File: src/stp_pkg.sv
// constants and types shared by the speech test port design
// assumes a 100 MHz system clock; no timescale in packages
package stp_pkg;

   // -------------------------------------------------------
   // clocking and word format
   // -------------------------------------------------------
   localparam int CLK_HZ      = 100_000_000;
   localparam int BIT_HZ      = 104_000;
   localparam int SAMPLE_HZ   = 8_000;
   localparam int WORD_BITS   = 13;
   localparam int HALF_W      = 10;
   // half period of the link clock, rounded down to whole cycles
   localparam int HALF_CYC    = CLK_HZ / (2 * BIT_HZ);
   localparam int SYNC_STAGES = 2;

   // -------------------------------------------------------
   // reset values and levels
   // -------------------------------------------------------
   localparam logic SCLK_IDLE    = 1'b1;
   localparam logic SDO_IDLE     = 1'b1;
   localparam logic PIN_RST_ON   = 1'b0;

   typedef logic [WORD_BITS-1:0] stp_sample_t;
   typedef logic [HALF_W-1:0]    stp_half_t;

   // mode encoding is {control line 1, control line 2}
   typedef enum logic [1:0]
   {
      MODE_NORMAL   = 2'b00,
      MODE_DOWNLINK = 2'b01,
      MODE_UPLINK   = 2'b10,
      MODE_ACOUSTIC = 2'b11
   } stp_mode_e;

   localparam stp_sample_t SAMPLE_ZERO = 13'h0000;

endpackage

File: src/stp_word_if.sv
// word-level handshake between the port controller and the bit engine
// assumes both ends run on sys_clk
`timescale 1ns/1ps
`default_nettype none
interface stp_word_if;
   import stp_pkg::*;
   logic        start;
   stp_sample_t tx_word;
   stp_sample_t rx_word;
   logic        done;
   logic        busy;

   modport ctrl
   (
      output start,
      output tx_word,
      input  rx_word,
      input  done,
      input  busy
   );

   modport engine
   (
      input  start,
      input  tx_word,
      output rx_word,
      output done,
      output busy
   );
endinterface
`default_nettype wire

File: src/stp_bit_engine.sv
// bit engine: makes the link clock and shifts one 13-bit word each way
// assumes the data input is already synchronised to sys_clk
`timescale 1ns/1ps
`default_nettype none
module stp_bit_engine
(
   // system
   input  wire logic      sys_clk,
   input  wire logic      sys_rst,
   // word side
   stp_word_if.engine     wd,
   // link pins
   input  wire logic      sdi_sync,
   output logic           sclk,
   output logic           sdata_out
);
   import stp_pkg::*;

   typedef enum logic [1:0]
   {
      SD_IDLE = 2'b00,
      SD_LOW  = 2'b01,
      SD_HIGH = 2'b10
   } stp_sd_e;

   stp_sd_e     st_reg, st_next;
   stp_half_t   cnt_reg, cnt_next;
   logic [3:0]  bit_reg, bit_next;
   stp_sample_t tx_reg, tx_next;
   stp_sample_t rx_reg, rx_next;
   logic        sclk_reg, sclk_next;
   logic        sdo_reg, sdo_next;
   logic        done_reg, done_next;

   function automatic stp_sample_t shl1(input stp_sample_t w);
      shl1 = {w[WORD_BITS-2:0], 1'b0};
   endfunction

   // -------------------------------------------------------
   // next state
   // -------------------------------------------------------
   always_comb
   begin
      st_next   = st_reg;
      cnt_next  = cnt_reg;
      bit_next  = bit_reg;
      tx_next   = tx_reg;
      rx_next   = rx_reg;
      sclk_next = sclk_reg;
      sdo_next  = sdo_reg;
      done_next = 1'b0;
      case (st_reg)
         SD_IDLE:
         begin
            sclk_next = SCLK_IDLE;
            if (wd.start)
            begin
               sclk_next = 1'b0;
               sdo_next  = wd.tx_word[WORD_BITS-1];
               tx_next   = shl1(wd.tx_word);
               bit_next  = 4'h0;
               cnt_next  = '0;
               st_next   = SD_LOW;
            end
         end
         SD_LOW:
         begin
            cnt_next = cnt_reg + 1'b1;
            if (cnt_reg == stp_half_t'(HALF_CYC - 1))
            begin
               cnt_next  = '0;
               sclk_next = 1'b1;
               rx_next   = {rx_reg[WORD_BITS-2:0], sdi_sync};
               st_next   = SD_HIGH;
            end
         end
         SD_HIGH:
         begin
            cnt_next = cnt_reg + 1'b1;
            if (cnt_reg == stp_half_t'(HALF_CYC - 1))
            begin
               cnt_next = '0;
               if (bit_reg == 4'(WORD_BITS - 1))
               begin
                  done_next = 1'b1;
                  st_next   = SD_IDLE;
               end
               else
               begin
                  bit_next  = bit_reg + 1'b1;
                  sclk_next = 1'b0;
                  sdo_next  = tx_reg[WORD_BITS-1];
                  tx_next   = shl1(tx_reg);
                  st_next   = SD_LOW;
               end
            end
         end
         default:
         begin
            st_next   = SD_IDLE;
            sclk_next = SCLK_IDLE;
         end
      endcase
   end

   always_ff @(posedge sys_clk)
   begin
      if (sys_rst)
      begin
         st_reg   <= SD_IDLE;
         cnt_reg  <= '0;
         bit_reg  <= 4'h0;
         tx_reg   <= SAMPLE_ZERO;
         rx_reg   <= SAMPLE_ZERO;
         sclk_reg <= SCLK_IDLE;
         sdo_reg  <= SDO_IDLE;
         done_reg <= 1'b0;
      end
      else
      begin
         st_reg   <= st_next;
         cnt_reg  <= cnt_next;
         bit_reg  <= bit_next;
         tx_reg   <= tx_next;
         rx_reg   <= rx_next;
         sclk_reg <= sclk_next;
         sdo_reg  <= sdo_next;
         done_reg <= done_next;
      end
   end

   assign sclk       = sclk_reg;
   assign sdata_out  = sdo_reg;
   assign wd.rx_word = rx_reg;
   assign wd.done    = done_reg;
   assign wd.busy    = (st_reg != SD_IDLE);
endmodule
`default_nettype wire

File: src/stp_port.sv
// speech test port of the handset: mode control, transcoder reset and
// on-demand serial sample exchange with the external test simulator.
// assumes control pins and data input are asynchronous to sys_clk;
// codec side signals are synchronous to sys_clk.
//
// Notes on behaviour
// - reset pin is active low; high means released
// - each sample is 13-bit two's complement, most significant bit first
// - receiving side captures its data line on the rising link clock edge
// - transmitting side changes its data line on the falling edge
// - handset holds link clock high when no transfer runs
// - mode lines pick normal, downlink, uplink or acoustic test
// - mode may instead come from a configuration message
// - after reset release, clock pulses only when data needed or ready
// - uplink: first fall requests first bit, after next block boundary
// - downlink: first fall gives first bit of first frames completed
// - reset release in any test mode resets the speech transcoders
// - 8000 samples per second each way at 104 kbit/s
// - handset alone drives the link clock
// - asserted reset pin resets transcoder and converters; here only conv_rst follows the pin, transcoder_rst pulses at release in a test mode
`timescale 1ns/1ps
`default_nettype none
module stp_port
(
   // system
   input  wire logic               sys_clk,
   input  wire logic               sys_rst,
   // pins from the simulator
   input  wire logic               tst_ctrl1,
   input  wire logic               tst_ctrl2,
   input  wire logic               tst_rst_n,
   input  wire logic               tst_sdata_in,
   // pins to the simulator
   output logic                    tst_sclk,
   output logic                    tst_sdata_out,
   // configuration message path
   input  wire logic               cfg_use_msg,
   input  wire logic               cfg_msg_valid,
   input  wire stp_pkg::stp_mode_e cfg_msg_mode,
   // frame timing from the radio side
   input  wire logic               ul_block_start,
   input  wire logic               dl_frames_done,
   // samples towards the encoder or d/a
   output stp_pkg::stp_sample_t    ul_sample,
   output logic                    ul_valid,
   input  wire logic               ul_ready,
   // samples from the decoder or a/d
   input  wire stp_pkg::stp_sample_t dl_sample,
   input  wire logic               dl_valid,
   output logic                    dl_ready,
   // control outputs
   output stp_pkg::stp_mode_e      path_mode,
   output logic                    transcoder_rst,
   output logic                    conv_rst,
   output logic                    test_active
);
   import stp_pkg::*;

   // -------------------------------------------------------
   // pin synchronisers
   // -------------------------------------------------------
   logic [3:0] sync1_reg, sync2_reg;

   always_ff @(posedge sys_clk)
   begin
      if (sys_rst)
      begin
         // idle pin levels, so sys_rst is not followed by a false release
         sync1_reg <= {2'b00, ~PIN_RST_ON, 1'b1};
         sync2_reg <= {2'b00, ~PIN_RST_ON, 1'b1};
      end
      else
      begin
         sync1_reg <= {tst_ctrl1, tst_ctrl2, tst_rst_n, tst_sdata_in};
         sync2_reg <= sync1_reg;
      end
   end

   logic m1_s, m2_s, rst_n_s, sdi_s;
   assign {m1_s, m2_s, rst_n_s, sdi_s} = sync2_reg;

   // -------------------------------------------------------
   // mode selection
   // -------------------------------------------------------
   stp_mode_e msg_mode_reg, msg_mode_next;
   stp_mode_e mode_reg, mode_next;
   logic      rst_act;
   logic      rst_prev_reg, rst_prev_next;
   logic      release_ev;

   assign rst_act    = (rst_n_s == PIN_RST_ON);
   assign release_ev = rst_prev_reg && !rst_act;

   always_comb
   begin
      msg_mode_next = msg_mode_reg;
      if (cfg_msg_valid)
         msg_mode_next = cfg_msg_mode;
      // message path replaces the lines when selected
      if (cfg_use_msg)
         mode_next = msg_mode_reg;
      else
         mode_next = stp_mode_e'({m1_s, m2_s});
      rst_prev_next = rst_act;
   end

   always_ff @(posedge sys_clk)
   begin
      if (sys_rst)
      begin
         msg_mode_reg <= MODE_NORMAL;
         mode_reg     <= MODE_NORMAL;
         rst_prev_reg <= 1'b0;
      end
      else
      begin
         msg_mode_reg <= msg_mode_next;
         mode_reg     <= mode_next;
         rst_prev_reg <= rst_prev_next;
      end
   end

   // -------------------------------------------------------
   // test sequencer
   // -------------------------------------------------------
   typedef enum logic [2:0]
   {
      T_IDLE  = 3'b000,
      T_HOLD  = 3'b001,
      T_WAIT  = 3'b010,
      T_READY = 3'b011,
      T_XFER  = 3'b100
   } stp_seq_e;

   stp_word_if wd ();

   stp_seq_e    st_reg, st_next;
   stp_sample_t ul_reg, ul_next;
   logic        ulv_reg, ulv_next;
   logic        trst_reg, trst_next;
   logic        crst_reg, crst_next;
   logic        need_dl, need_ul, go;

   function automatic logic sends_dl(input stp_mode_e m);
      sends_dl = (m == MODE_DOWNLINK) || (m == MODE_ACOUSTIC);
   endfunction

   function automatic logic takes_ul(input stp_mode_e m);
      takes_ul = (m == MODE_UPLINK) || (m == MODE_ACOUSTIC);
   endfunction

   assign need_dl = sends_dl(mode_reg);
   assign need_ul = takes_ul(mode_reg);
   // clock only starts when every direction the mode uses can move a word
   // an aborted word must finish in the engine before a new one starts
   assign go = !wd.busy && (!need_dl || dl_valid) && (!need_ul || ul_ready);

   always_comb
   begin
      st_next    = st_reg;
      ul_next    = ul_reg;
      ulv_next   = 1'b0;
      trst_next  = 1'b0;
      crst_next  = rst_act;
      wd.start   = 1'b0;
      wd.tx_word = SAMPLE_ZERO;
      dl_ready   = 1'b0;
      case (st_reg)
         T_IDLE:
            st_next = T_IDLE;
         T_HOLD:
            if (release_ev)
            begin
               if (mode_reg != MODE_NORMAL)
               begin
                  trst_next = 1'b1;
                  st_next   = T_WAIT;
               end
               else
                  st_next = T_IDLE;
            end
         T_WAIT:
         begin
            // word count restarts here, no framing line exists
            case (mode_reg)
               MODE_UPLINK:
                  if (ul_block_start)
                     st_next = T_READY;
               MODE_DOWNLINK:
                  if (dl_frames_done)
                     st_next = T_READY;
               MODE_ACOUSTIC:
                  st_next = T_READY;
               default:
                  st_next = T_IDLE;
            endcase
         end
         T_READY:
            if (mode_reg == MODE_NORMAL)
               st_next = T_IDLE;
            else if (go)
            begin
               wd.start = 1'b1;
               if (need_dl)
               begin
                  wd.tx_word = dl_sample;
                  dl_ready   = 1'b1;
               end
               st_next = T_XFER;
            end
         T_XFER:
            if (wd.done)
            begin
               if (need_ul)
               begin
                  ul_next  = wd.rx_word;
                  ulv_next = 1'b1;
               end
               st_next = T_READY;
            end
         default:
            st_next = T_IDLE;
      endcase
      // a held reset pin forces T_HOLD, even mid word; a start, dl_ready or ul_valid raised this cycle still goes out
      if (rst_act)
         st_next = T_HOLD;
   end

   always_ff @(posedge sys_clk)
   begin
      if (sys_rst)
      begin
         st_reg   <= T_IDLE;
         ul_reg   <= SAMPLE_ZERO;
         ulv_reg  <= 1'b0;
         trst_reg <= 1'b0;
         crst_reg <= 1'b0;
      end
      else
      begin
         st_reg   <= st_next;
         ul_reg   <= ul_next;
         ulv_reg  <= ulv_next;
         trst_reg <= trst_next;
         crst_reg <= crst_next;
      end
   end

   // -------------------------------------------------------
   // bit engine
   // -------------------------------------------------------
   stp_bit_engine u_engine
   (
      .sys_clk   (sys_clk),
      .sys_rst   (sys_rst),
      .wd        (wd.engine),
      .sdi_sync  (sdi_s),
      .sclk      (tst_sclk),
      .sdata_out (tst_sdata_out)
   );

   assign ul_sample      = ul_reg;
   assign ul_valid       = ulv_reg;
   assign path_mode      = mode_reg;
   assign transcoder_rst = trst_reg;
   assign conv_rst       = crst_reg;
   assign test_active    = (st_reg == T_READY) || (st_reg == T_XFER);
endmodule
`default_nettype wire

File: config.mk
export PLATFORM = sky130hd
export DESIGN_NAME = stp_port
export DESIGN_NICKNAME = d
export VERILOG_FILES = /design/src/stp_pkg.sv /design/src/stp_word_if.sv /design/src/stp_bit_engine.sv /design/src/stp_port.sv
export SDC_FILE = /design/constraint.sdc
export NUM_CORES = 1
export LEC_CHECK = 0
export CORE_ASPECT_RATIO = 0.75
export CORE_UTILIZATION = 52
export DETAILED_ROUTE_END_ITERATION = 12
export DONT_BUFFER_PORTS = 1
export GPL_TIMING_DRIVEN = 0
export HOLD_SLACK_MARGIN = 0.08
export PLACE_DENSITY = 0.72
export SYNTH_ARGS = -nofsm -noshare
export SYNTH_HDL_FRONTEND = slang
export SYNTH_HIERARCHICAL = 1
export SYNTH_SLANG_ARGS = --single-unit
File: constraint.sdc
create_clock -name sys_clk -period 2.65 [get_ports sys_clk]
set_clock_uncertainty 0.2 [all_clocks]
set_input_delay 0.265 -clock sys_clk [delete_from_list [all_inputs] [get_ports sys_clk]]
set_output_delay 0.265 -clock sys_clk [all_outputs]
set_load 0.02 [all_outputs]
Word level (Yosys, flattened, before mapping). Cells that the tools add are included.

Add/subtract/negate cells: 2. Equal/unequal tests: 25. Muxes and demuxes: 50. Bitwise logic cells: 7. Reductions and logical operators: 30.

Operators with widths (count): 13-bit 2-to-1 mux (7); 13-bit one-hot mux with 2 select lines (1); 10-bit 2-to-1 mux (2); 10-bit one-hot mux with 2 select lines (1); 1-bit 2-to-1 mux (19); 3-bit 2-to-1 mux (6); 4-bit 2-to-1 mux (3); 3-bit inequality test (second input constant) (4); 4-bit inequality test (second input constant) (3); 3-bit one-hot mux with 4 select lines (1); 10-bit by 1-bit adder with 10-bit output (second input constant) (1); 10-bit by 9-bit == test with 1-bit output (second input constant) (1); 2-bit 2-to-1 mux (5); 5-bit AND reduction (2); 3-bit one-hot mux with 3 select lines (1); 3-bit AND reduction (3); 3-bit OR reduction (3); 2-bit by 1-bit inequality test with 1-bit output (second input constant) (4); 4-bit one-hot mux with 2 select lines (1); 2-bit nonzero test (4); 1-bit inverter (7); 2-bit == test (second input constant) (3); 3-bit by 2-bit == test with 1-bit output (second input constant) (2); 2-bit one-hot mux with 3 select lines (1); 16 further kinds (29).

Bits in registers: 76. Bits of input ports: 27. Output and inout bits: 22. Word-level logic and storage cells: 132.

Depth between registers and ports, before layout. Gate-level depths: netlist (run 1).

Word-level depth: 11. Mapped depth: 10. Gate-level depth less buffers: 9.

By module. Netlist (run 1), hierarchy kept.

By module, submodules not included: stp_bit_engine (instances 1, cells an instance 250, area an instance 2135.8 µm², sequential area each 880.8 µm²); stp_port (instances 1, cells an instance 127, area an instance 1248.7 µm², sequential area each 620.6 µm²).

Worst setup path after synthesis (run 1). OpenSTA, ideal clock, no wires.

Kind: register to register. Start point: reg u_engine.st_reg[1]. End point: reg u_engine.bit_reg[2]. Library setup time: 74 ps. Arrival: 1951 ps. Data required time: 2376 ps. Setup slack: 424 ps. Cell stages (with the launch flop): 10. Path buffers: 0. Clock period less this slack: 2226 ps. Cells stage by stage: dfxtp_1 inv_1 ha_1 inv_1 nand4b_1 nor2_1 mux2i_1 nand2b_1 or4_1 a31oi_1.

Cells in the longest elaborated chain, start to end: 9. Elaborated cells between the ends (all ways): 15. Those cells by class: 4 x eq/ne; 4 x mux; 7 x reduce/logical.

RTL lines: start, declared (line stp_bit_engine.sv:26) `stp_sd_e st_reg, st_next;`; start signal, assigned (line stp_bit_engine.sv:121) `st_reg <= st_next;`; 2-bit nonzero test (line stp_bit_engine.sv:136) `assign wd.busy = (st_reg != SD_IDLE);`; named net wd.busy (line stp_word_if.sv:11) `logic busy;`; 1-bit zero test (line stp_port.sv:156) `assign go = !wd.busy && (!need_dl || dl_valid) && (!need_ul || ul_ready);`; 1-bit logical AND (2 in series) (line stp_port.sv:156); 1-bit 2-to-1 mux (line stp_port.sv:201) `else if (go)`; 1-bit 2-to-1 mux (line stp_port.sv:199) `if (mode_reg == MODE_NORMAL)`; 1-bit 2-to-1 mux (line stp_port.sv:168) `case (st_reg)`; named net wd.start (line stp_word_if.sv:7) `logic start;`; 2-bit by 1-bit inequality test with 1-bit output (no source line); 4-bit AND reduction (no source line); end signal, assigned (line stp_bit_engine.sv:123) `bit_reg <= bit_next;`; end, declared (line stp_bit_engine.sv:28) `logic [3:0] bit_reg, bit_next;`.

The timed path passes the listed nets, and every way through them passes these cells. A chain may end at the register's enable or synchronous reset.

Worst setup path in the final report (run 1). Ends and elaborated chain as after synthesis.

==> impl_metrics.env, run 1 <==
export IMPL_worst_slew_pin_slew_ns=0.511
export IMPL_drv_slew=0
export IMPL_cts_tree="yes"
export IMPL_hold_depth=3
export IMPL_grt_usage=0.226
export IMPL_dpl_instance_area_um2=3490
export IMPL_synth_edf_count=0
export IMPL_register_area_um2=1500
export IMPL_cts_num_sinks=75
export IMPL_vias_per_cell=5.71
export IMPL_vias=2819
export IMPL_crit_buf_inv=2
export IMPL_critPathArrivalTime_ns=2.63
export IMPL_grt_pass1_vias=2605
export IMPL_syn_area_per_cell_um2=8.98
export IMPL_clkSlewWorstSetupHoldPaths_ns=0.07
export IMPL_worst_setup_path_end_kind="register"
export IMPL_grt_ovfl_total=0
export IMPL_finalHoldViolations=0
export IMPL_ys_warn_count=6
export IMPL_drive_above_1_share=0.114
export IMPL_detail_route_first_pass_iterations=5
export IMPL_wl_per_cell_um=15.2
export IMPL_hold_start="dl_sample[3]"
export IMPL_synth_flop_cell="dfxtp_1"
export IMPL_syn_inst=377
export IMPL_rsz0062_at_grt="true"
export IMPL_period_share=0.965
export IMPL_start_util=0.538
export IMPL_fill_cells=533
export IMPL_r2r_slack_ns=0.09
export IMPL_clk_latency_ns=0.35
export IMPL_fin_crit_ns=2.56
export IMPL_gp_congestion=0.826
export IMPL_post_route_drc_count=0
export IMPL_ys_ff_latch=75
export IMPL_maxCapViolations=0
export IMPL_multi_input_area_um2=1750
export IMPL_critPathMostFrequentCell="inv_1"
export IMPL_numCtsBuffers=9
export IMPL_antenna_left=0
export IMPL_max_freq_mhz=391
export IMPL_irDropWorstVdd_mv=0.285
export IMPL_synth_distinct_cells=52
export IMPL_grt_max_degree=13
export IMPL_grt_pass1_wl_um=12000
export IMPL_fin_setup_tns_ns=0
export IMPL_coreArea_um2=6290
export IMPL_io_buffers=0
export IMPL_hold_path_class="input pin to register"
export IMPL_rr_worst_depth=9
export IMPL_power_density_nw_per_um2=564
export IMPL_worstPathMaxFanout=7
export IMPL_totalPowerFinal_mw=2.20
export IMPL_die_w_um=95.2
export IMPL_pin_count=49
export IMPL_synthArstFlopShare=0
export IMPL_fin_nets=444
export IMPL_max_stage_delay_ns=0.48
export IMPL_path_class="register to register"
export IMPL_critPathRequiredTime_ns=2.72
export IMPL_syn_nets=412
export IMPL_area_delta_synth_final_pct=15.4
export IMPL_drtIter0Drc=179
export IMPL_path_cells="inv_1, ha_2, inv_1, nand4b_1, nor2_2, mux2i_1, nand2b_2, or4_1, a31oi_1"
export IMPL_netlist_area_um2=3380
export IMPL_wl_um=7510
export IMPL_r2r_end="u_engine/bit_reg[2]"
export IMPL_clock_root_buffer="clkbuf_8"
export IMPL_clockBufferDepth=2
export IMPL_yosysSeqAreaShare=0.444
export IMPL_antenna_found_initial=0
export IMPL_setup_viol=0
export IMPL_cp_slowest_cell="or4_1"
export IMPL_hpwlAfterDp_um=5020
export IMPL_die_height_um=71.9
export IMPL_rows=25
export IMPL_die_area_um2=6840
export IMPL_antenna_cells=0
export IMPL_slew_headroom=0.659
export IMPL_final_area_um2=3910
export IMPL_critPathTopFamily="simple AND/OR/NAND/NOR gates"
export IMPL_cts_max_level=3
export IMPL_timing_rr_start="u_engine/st_reg[1]"
export IMPL_status="completed"
export IMPL_p_leak_nw=1.46
export IMPL_critPathLaunchType="register"
export IMPL_min_to="u_engine/tx_reg[4]"
worst max-delay path by stage:
stage          cells after the start               start  slack, ns             endpoint
4_1_cts                            9  u_engine/st_reg[1]       0.04  u_engine/bit_reg[2]
6_report                           9  u_engine/st_reg[1]       0.09  u_engine/bit_reg[2]
3_5_place_dp                      10  u_engine/st_reg[1]      -0.01   u_engine/tx_reg[2]
3_3_place_gp                      10  u_engine/st_reg[1]       0.03  u_engine/tx_reg[12]
5_1_grt                            9  u_engine/st_reg[0]    0.00001  u_engine/cnt_reg[2]
2_1_floorplan                      9  u_engine/st_reg[1]       0.42  u_engine/bit_reg[2]
worst reg2reg max path, cell delays in order, from the launching register on:
cell and delay [ns]:
dfxtp_1 0.35, inv_1 0.11, ha_2 0.24, inv_1 0.08
nand4b_1 0.23, nor2_2 0.20, mux2i_1 0.17, nand2b_2 0.26
or4_1 0.48, a31oi_1 0.17
cell families after synthesis:
| group | share of synthesized area |
|---|---|
| and+or+nand+nor | 0.235 |
| AOI/OAI and AO/OA | 0.147 |
| DFF | 0.444 |
| buffers and inverters | 0.0429 |
| muxes | 0.0887 |
| adders and majority gates | 0.0296 |
| xor gates and xnor gates | 0.0129 |
Yosys cell counts, types with 4 or more instances:
cell      number  share of area
dfxtp_1       75           0.44
nand4_1        6          0.011
inv_1         10          0.011
a21oi_1       38          0.056
nand3_1       10          0.015
nor2_1        34          0.038
clkbuf_1       9          0.010
o21ai_0       12          0.018
nand2b_1       7          0.013
or2_2          4         0.0074
mux2i_1       30          0.089
nor2b_1        7          0.013
and2_1        16          0.030
a31oi_1        7          0.013
ha_1           8          0.030
nor3_1         4         0.0059
a211oi_1      11          0.024
nand2_1       34          0.038
buf_2          8          0.012
routing by layer:
metal,vias up,track usage,part of all wire
met1,1347,0.311,0.50
met2,67,0.344,0.44
met3,9,0.0732,0.054
met5,-,0,0
met4,0,0.0539,0.0089
li1,1396,-,-
through the flow:
stage	utilization	instances	setup WS, ns	hold WS [ns]
CTS	0.616	491	0.0365	0.0824
detailed placement	0.554	458	-0.0132	0.172
floorplan	-	377	0.424	0.169
global placement	0.554	458	0.0256	0.171
finish	0.621	494	0.0916	0.0932
global route	0.621	494	0.0000122	0.100
where the power goes:
| part | total [mW] | switching [mW] | internal, mW | leakage [nW] |
|---|---|---|---|---|
| logic | 0.163 | 0.0989 | 0.0636 | 0.756 |
| registers | 1.16 | 0.0159 | 1.14 | 0.607 |
| clock network | 0.886 | 0.407 | 0.479 | 0.0974 |
| total | 2.20 | 0.521 | 1.68 | 1.46 |
placed cells by master, fill, tap and decap left out, drive strengths merged, types with 3 or more instances in the layout:
cell         synthesis  final
o21ai               13     13
and4                 3      3
clkbuf               9     22
dfxtp               75     75
and3                 4      4
nor2                35     35
and2                16     16
nand2b               7      7
or4                  3      3
xor2                 3      3
ha                   8      8
nand3               11     11
nor3                 4      4
nand4                7      7
nor2b                7      7
buf                 11     12
nand2               34     34
a31oi                7      7
a211oi              11     11
a21oi               38     38
or2                  4      4
dlygate4sd3          0     18
inv                 10     10
o211ai               3      3
mux2i               30     30
final cells by class:
| type | count | share of cell area |
|---|---|---|
| multi-input combinational | 272 | 0.448 |
| sequential | 75 | 0.384 |
| timing repair buffer | 21 | 0.0519 |
| clock buffer | 11 | 0.0388 |
| buffer | 20 | 0.0288 |
| tap | 81 | 0.0259 |
| clock inverter | 4 | 0.0128 |
| inverter | 10 | 0.00961 |
what timing repair did:
item | in CTS | in global routing
gates cloned | 0 | 0
pin swaps | 0 | 1
endpoints found under the setup margin | 8 | 24
hold buffers | 18 | 0
buffers inserted | 0 | 3
hold endpoints to repair | 22 | 0
resized for setup | 1 | 5
Note: power is estimated with default switching activity, not from simulation.
==> inputs of run 2 (changes only) <==
- CORE_ASPECT_RATIO: 0.75 -> 1.25
==> impl_metrics.env, run 2 (synthesis results as in run 1) <==
export IMPL_pwr_share_clk=0.422
export IMPL_grt_pass1_vias=2593
export IMPL_drive_above_1_share=0.120
export IMPL_start_util=0.542
export IMPL_grt_max_degree=14
export IMPL_cts_max_level=3
export IMPL_hpwlAfterDp_um=4860
export IMPL_io_buffers=0
export IMPL_whs_ns=0.105
export IMPL_grt_pass1_wl_um=11900
export IMPL_coreArea_um2=6250
export IMPL_irDropWorstVdd_mv=0.328
export IMPL_dpl_instance_area_um2=3490
export IMPL_period_share=0.957
export IMPL_fin_nets=448
export IMPL_status="completed"
export IMPL_grt_usage=0.229
export IMPL_antenna_found_initial=0
export IMPL_finalHoldViolations=0
export IMPL_die_area_um2=6840
export IMPL_final_cell_mix="dfxtp_1, a21oi_1, nand2_1"
export IMPL_worstPathMaxFanout=7
export IMPL_seq_power_share=0.504
export IMPL_vias_per_cell=5.57
export IMPL_worst_setup_path_end_kind="register"
export IMPL_fin_crit_ns=2.54
export IMPL_final_area_um2=3980
export IMPL_layout_commonest_cell="dfxtp_1"
export IMPL_intPower_mw=1.74
export IMPL_worst_slack_ns=0.114
export IMPL_clockBufferDepth=2
export IMPL_power_density_nw_per_um2=576
export IMPL_antenna_cells=0
export IMPL_grt_ovfl_total=0
export IMPL_die_height_um=92.2
export IMPL_cts_tree="yes"
export IMPL_critPathArrivalTime_ns=2.55
export IMPL_vias=2801
export IMPL_fin_setup_tns_ns=0
export IMPL_gp_congestion=0.869
export IMPL_numCtsBuffers=9
export IMPL_comb_power_share=0.074
export IMPL_detail_route_first_pass_iterations=4
export IMPL_sw_frac_of_total=0.240
export IMPL_critPathLaunchType="register"
export IMPL_pin_count=49
export IMPL_setup_viol=0
export IMPL_antenna_left=0
export IMPL_p_leak_nw=1.49
export IMPL_drtIter0Drc=126
export IMPL_post_route_drc_count=0
export IMPL_hold_path_class="input pin to register"
export IMPL_clock_root_buffer="clkbuf_8"
export IMPL_cts_num_sinks=75
export IMPL_maxCapViolations=0
export IMPL_clkSlewWorstSetupHoldPaths_ns=0.08
export IMPL_worst_slew_pin_slew_ns=0.499
export IMPL_rr_worst_depth=9
export IMPL_clk_latency_ns=0.34
export IMPL_wl_per_cell_um=14.8
export IMPL_die_w_um=74.2
export IMPL_hold_depth=3
export IMPL_path_class="register to register"
export IMPL_critPathRequiredTime_ns=2.66
export IMPL_max_freq_mhz=394
export IMPL_wl_um=7460
export IMPL_power_switching_mw=0.549
export IMPL_dp_slack_ns=-0.0706
export IMPL_drv_slew=0
export IMPL_slew_headroom=0.667
export IMPL_area_delta_synth_final_pct=17.4
export IMPL_rows=32
-- run 2: changes by cell type in the layout (fill, tap and decap cells not counted), moves of 2 or more --
cell,before,now
clkbuf_4,2,0
clkbuf_8,11,9
buf_2,6,8
dlygate4sd3_1,18,22
-- run 2: power by group through the flow --
| stage | Sequential (mW) | Combinational [mW] | Clock (mW) |
|---|---|---|---|
| after global routing | 1.16 | 0.186 | 1.03 |
| final | 1.15 | 0.170 | 0.966 |
| after detailed placement | 1.18 | 0.132 | 0 |
| after floorplan | 1.18 | 0.0993 | 0 |
| after CTS | 1.15 | 0.161 | 0.986 |
| after global placement | 1.18 | 0.130 | 0 |
-- run 2: metrics by stage --
stage                     power [mW]  utilization  instances
final                           2.29        0.636        503
after global routing            2.37        0.636        503
after CTS                       2.30        0.629        500
after detailed placement        1.31        0.559        462
after global placement          1.31        0.559        462
after floorplan                 1.28            -        377
-- run 2: final timing paths --
| path | end | slack (ns) | start |
|---|---|---|---|
| worst max register to register | u_engine/sdata_out | 0.11 | u_engine/st_reg[1] |
| worst min register to register | sync2_reg[0] | 0.22 | sync1_reg[0] |
| worst min-delay path | u_engine/tx_reg[5] | 0.11 | dl_sample[4] |
| worst max-delay path | u_engine/sdata_out | 0.11 | u_engine/st_reg[1] |
-- run 2: what timing repair did --
item / CTS / global route
hold endpoints to repair: 25 / 0
setup buffers: 0 / 3
hold buffers: 22 / 0
setup endpoints to repair: 9 / 24
resized for setup: 1 / 7
-- run 2: critical path, cell delays in order, from the launching register on --
cell       delay (ns)
dfxtp_1          0.35
inv_1            0.11
ha_2             0.26
inv_1            0.06
nand4b_1         0.20
nor2_2           0.21
mux2i_1          0.15
nand2b_2         0.26
a2111oi_1        0.46
o21ai_0          0.14
-- run 2: per-layer routing --
layer / up-vias / global-route usage / wire length, um
met5: - / 0 / 0
met3: 11 / 0.0462 / 224
met2: 59 / 0.411 / 3950
met4: 0 / 0.0833 / 96
li1: 1404 / - / -
met1: 1327 / 0.260 / 3180
-- run 2: final cells by class --
class / count / area (um^2)
multi-input cells: 272 / 1760
well taps: 85 / 106
flip-flops and latches: 75 / 1500
plain buffers: 20 / 108
clock buffers: 10 / 128
clock inverters: 6 / 88.8
inverters: 10 / 37.5
fillers: 539 / 2270
repair buffers: 25 / 243
==> inputs of run 3 (changes only) <==
- CORE_ASPECT_RATIO: 1.25 -> 1.1
==> impl_metrics.env, run 3 (synthesis results as in run 1) <==
export IMPL_post_route_drc_count=0
export IMPL_status="completed"
export IMPL_layout_commonest_cell="dfxtp_1"
export IMPL_final_area_um2=3910
export IMPL_grt_pass1_wl_um=11500
export IMPL_hpwlAfterDp_um=4990
export IMPL_path_class="register to register"
export IMPL_finalHoldViolations=0
export IMPL_rsz0062_at_grt="false"
export IMPL_coreArea_um2=6230
export IMPL_totalPowerFinal_mw=2.14
export IMPL_grt_ovfl_total=0
export IMPL_drv_slew=0
export IMPL_setup_viol=0
export IMPL_worst_slew_pin_slew_ns=0.476
export IMPL_vias=2742
export IMPL_pwr_share_clk=0.384
export IMPL_maxCapViolations=0
export IMPL_worstPathMaxFanout=10
export IMPL_period_share=0.937
export IMPL_gp_congestion=0.818
export IMPL_antenna_found_initial=0
export IMPL_die_w_um=78.9
export IMPL_seq_power_share=0.540
export IMPL_clock_root_buffer="clkbuf_8"
export IMPL_hold_path_class="input pin to register"
export IMPL_grt_pass1_vias=2525
export IMPL_p_leak_nw=1.47
export IMPL_antenna_cells=0
export IMPL_clkSlewWorstSetupHoldPaths_ns=0.08
export IMPL_finalNonFillerCells=495
export IMPL_antenna_left=0
export IMPL_critPathLaunchType="register"
export IMPL_power_switching_mw=0.576
export IMPL_io_buffers=0
export IMPL_sw_frac_of_total=0.269
export IMPL_critPathArrivalTime_ns=2.53
export IMPL_numCtsBuffers=9
export IMPL_dpl_instance_area_um2=3480
export IMPL_grt_usage=0.217
export IMPL_fin_crit_ns=2.48
export IMPL_worst_setup_path_end_kind="register"
export IMPL_area_delta_synth_final_pct=15.4
export IMPL_cts_num_sinks=75
export IMPL_clockBufferDepth=2
export IMPL_clk_latency_ns=0.36
export IMPL_fin_setup_tns_ns=0
export IMPL_cts_tree="yes"
export IMPL_wl_per_cell_um=14.5
export IMPL_drtIter0Drc=130
export IMPL_placed_cells_incl_taps=457
export IMPL_grt_max_degree=16
export IMPL_pin_count=49
export IMPL_rows=30
export IMPL_wl_um=7170
export IMPL_die_area_um2=6840
export IMPL_detail_route_first_pass_iterations=4
export IMPL_drive_above_1_share=0.118
export IMPL_vias_per_cell=5.54
export IMPL_fin_nets=445
export IMPL_critPathRequiredTime_ns=2.70
export IMPL_cts_max_level=3
export IMPL_start_util=0.543
export IMPL_power_density_nw_per_um2=548
export IMPL_die_height_um=86.6
export IMPL_final_cell_mix="dfxtp_1, a21oi_1, nand2_1"
export IMPL_whs_ns=0.0890
export IMPL_comb_power_share=0.077
export IMPL_intPower_mw=1.56
export IMPL_irDropWorstVdd_mv=0.307
export IMPL_max_freq_mhz=403
export IMPL_slew_headroom=0.682
==> run 3: power by group through the flow <==
stage | combinational [mW] | clock (mW) | sequential [mW]
final | 0.164 | 0.821 | 1.15
after global routing | 0.181 | 0.893 | 1.16
after CTS | 0.157 | 0.852 | 1.15
after detailed placement | 0.132 | 0 | 1.18
after global placement | 0.128 | 0 | 1.18
after floorplan | 0.0993 | 0 | 1.18
==> run 3: per-layer routing <==
metal	track usage	routed length, um	vias to the layer above
li1	-	-	1404
met1	0.287	3440	1281
met2	0.342	3380	53
met3	0.0516	295	4
met4	0.0876	54	0
met5	0	0	-
==> run 3: final timing paths <==
kind | slack (ns) | cells past startpoint | start | to
setup / recovery | 0.17 | 10 | u_engine/st_reg[1] | u_engine/tx_reg[4]
setup reg to reg | 0.17 | 10 | u_engine/st_reg[1] | u_engine/tx_reg[4]
hold / removal | 0.09 | 3 | dl_sample[5] | u_engine/tx_reg[6]
hold reg to reg | 0.22 | 1 | sync1_reg[1] | sync2_reg[1]
==> run 3: critical path, cell delays in order, from the launching register on <==
cell and delay (ns):
dfxtp_1 0.35, inv_1 0.11, ha_2 0.25, inv_1 0.08
nand4b_1 0.21, nor2_2 0.19, mux2i_1 0.17, a21oi_2 0.21
buf_2 0.26, a21oi_1 0.09, a211oi_1 0.26
==> run 3: stage by stage <==
stage                     setup WS, ns   util
after CTS                       0.0335  0.621
after global routing           0.00757  0.627
after floorplan                  0.424      -
after global placement          0.0490  0.559
after detailed placement        -0.106  0.559
final                            0.167  0.627
==> run 3: final cells by class <==
| cell class | count | area [um^2] |
|---|---|---|
| Inverter | 10 | 37.5 |
| Timing Repair Buffer | 22 | 215 |
| Clock inverter | 7 | 58.8 |
| Sequential cell | 75 | 1500 |
| Buffer | 20 | 108 |
| Tap cell | 80 | 100 |
| Multi-Input combinational cell | 272 | 1760 |
| Fill cell | 512 | 2330 |
| Clock buffer | 9 | 124 |
==> run 3: timing repair <==
action                                 CTS  global route
hold buffers                            20             0
setup endpoints to repair                9            24
buffers inserted                         0             2
gates resized for setup                  1             6
endpoints found under the hold margin   22             0
pin swaps                                0             1
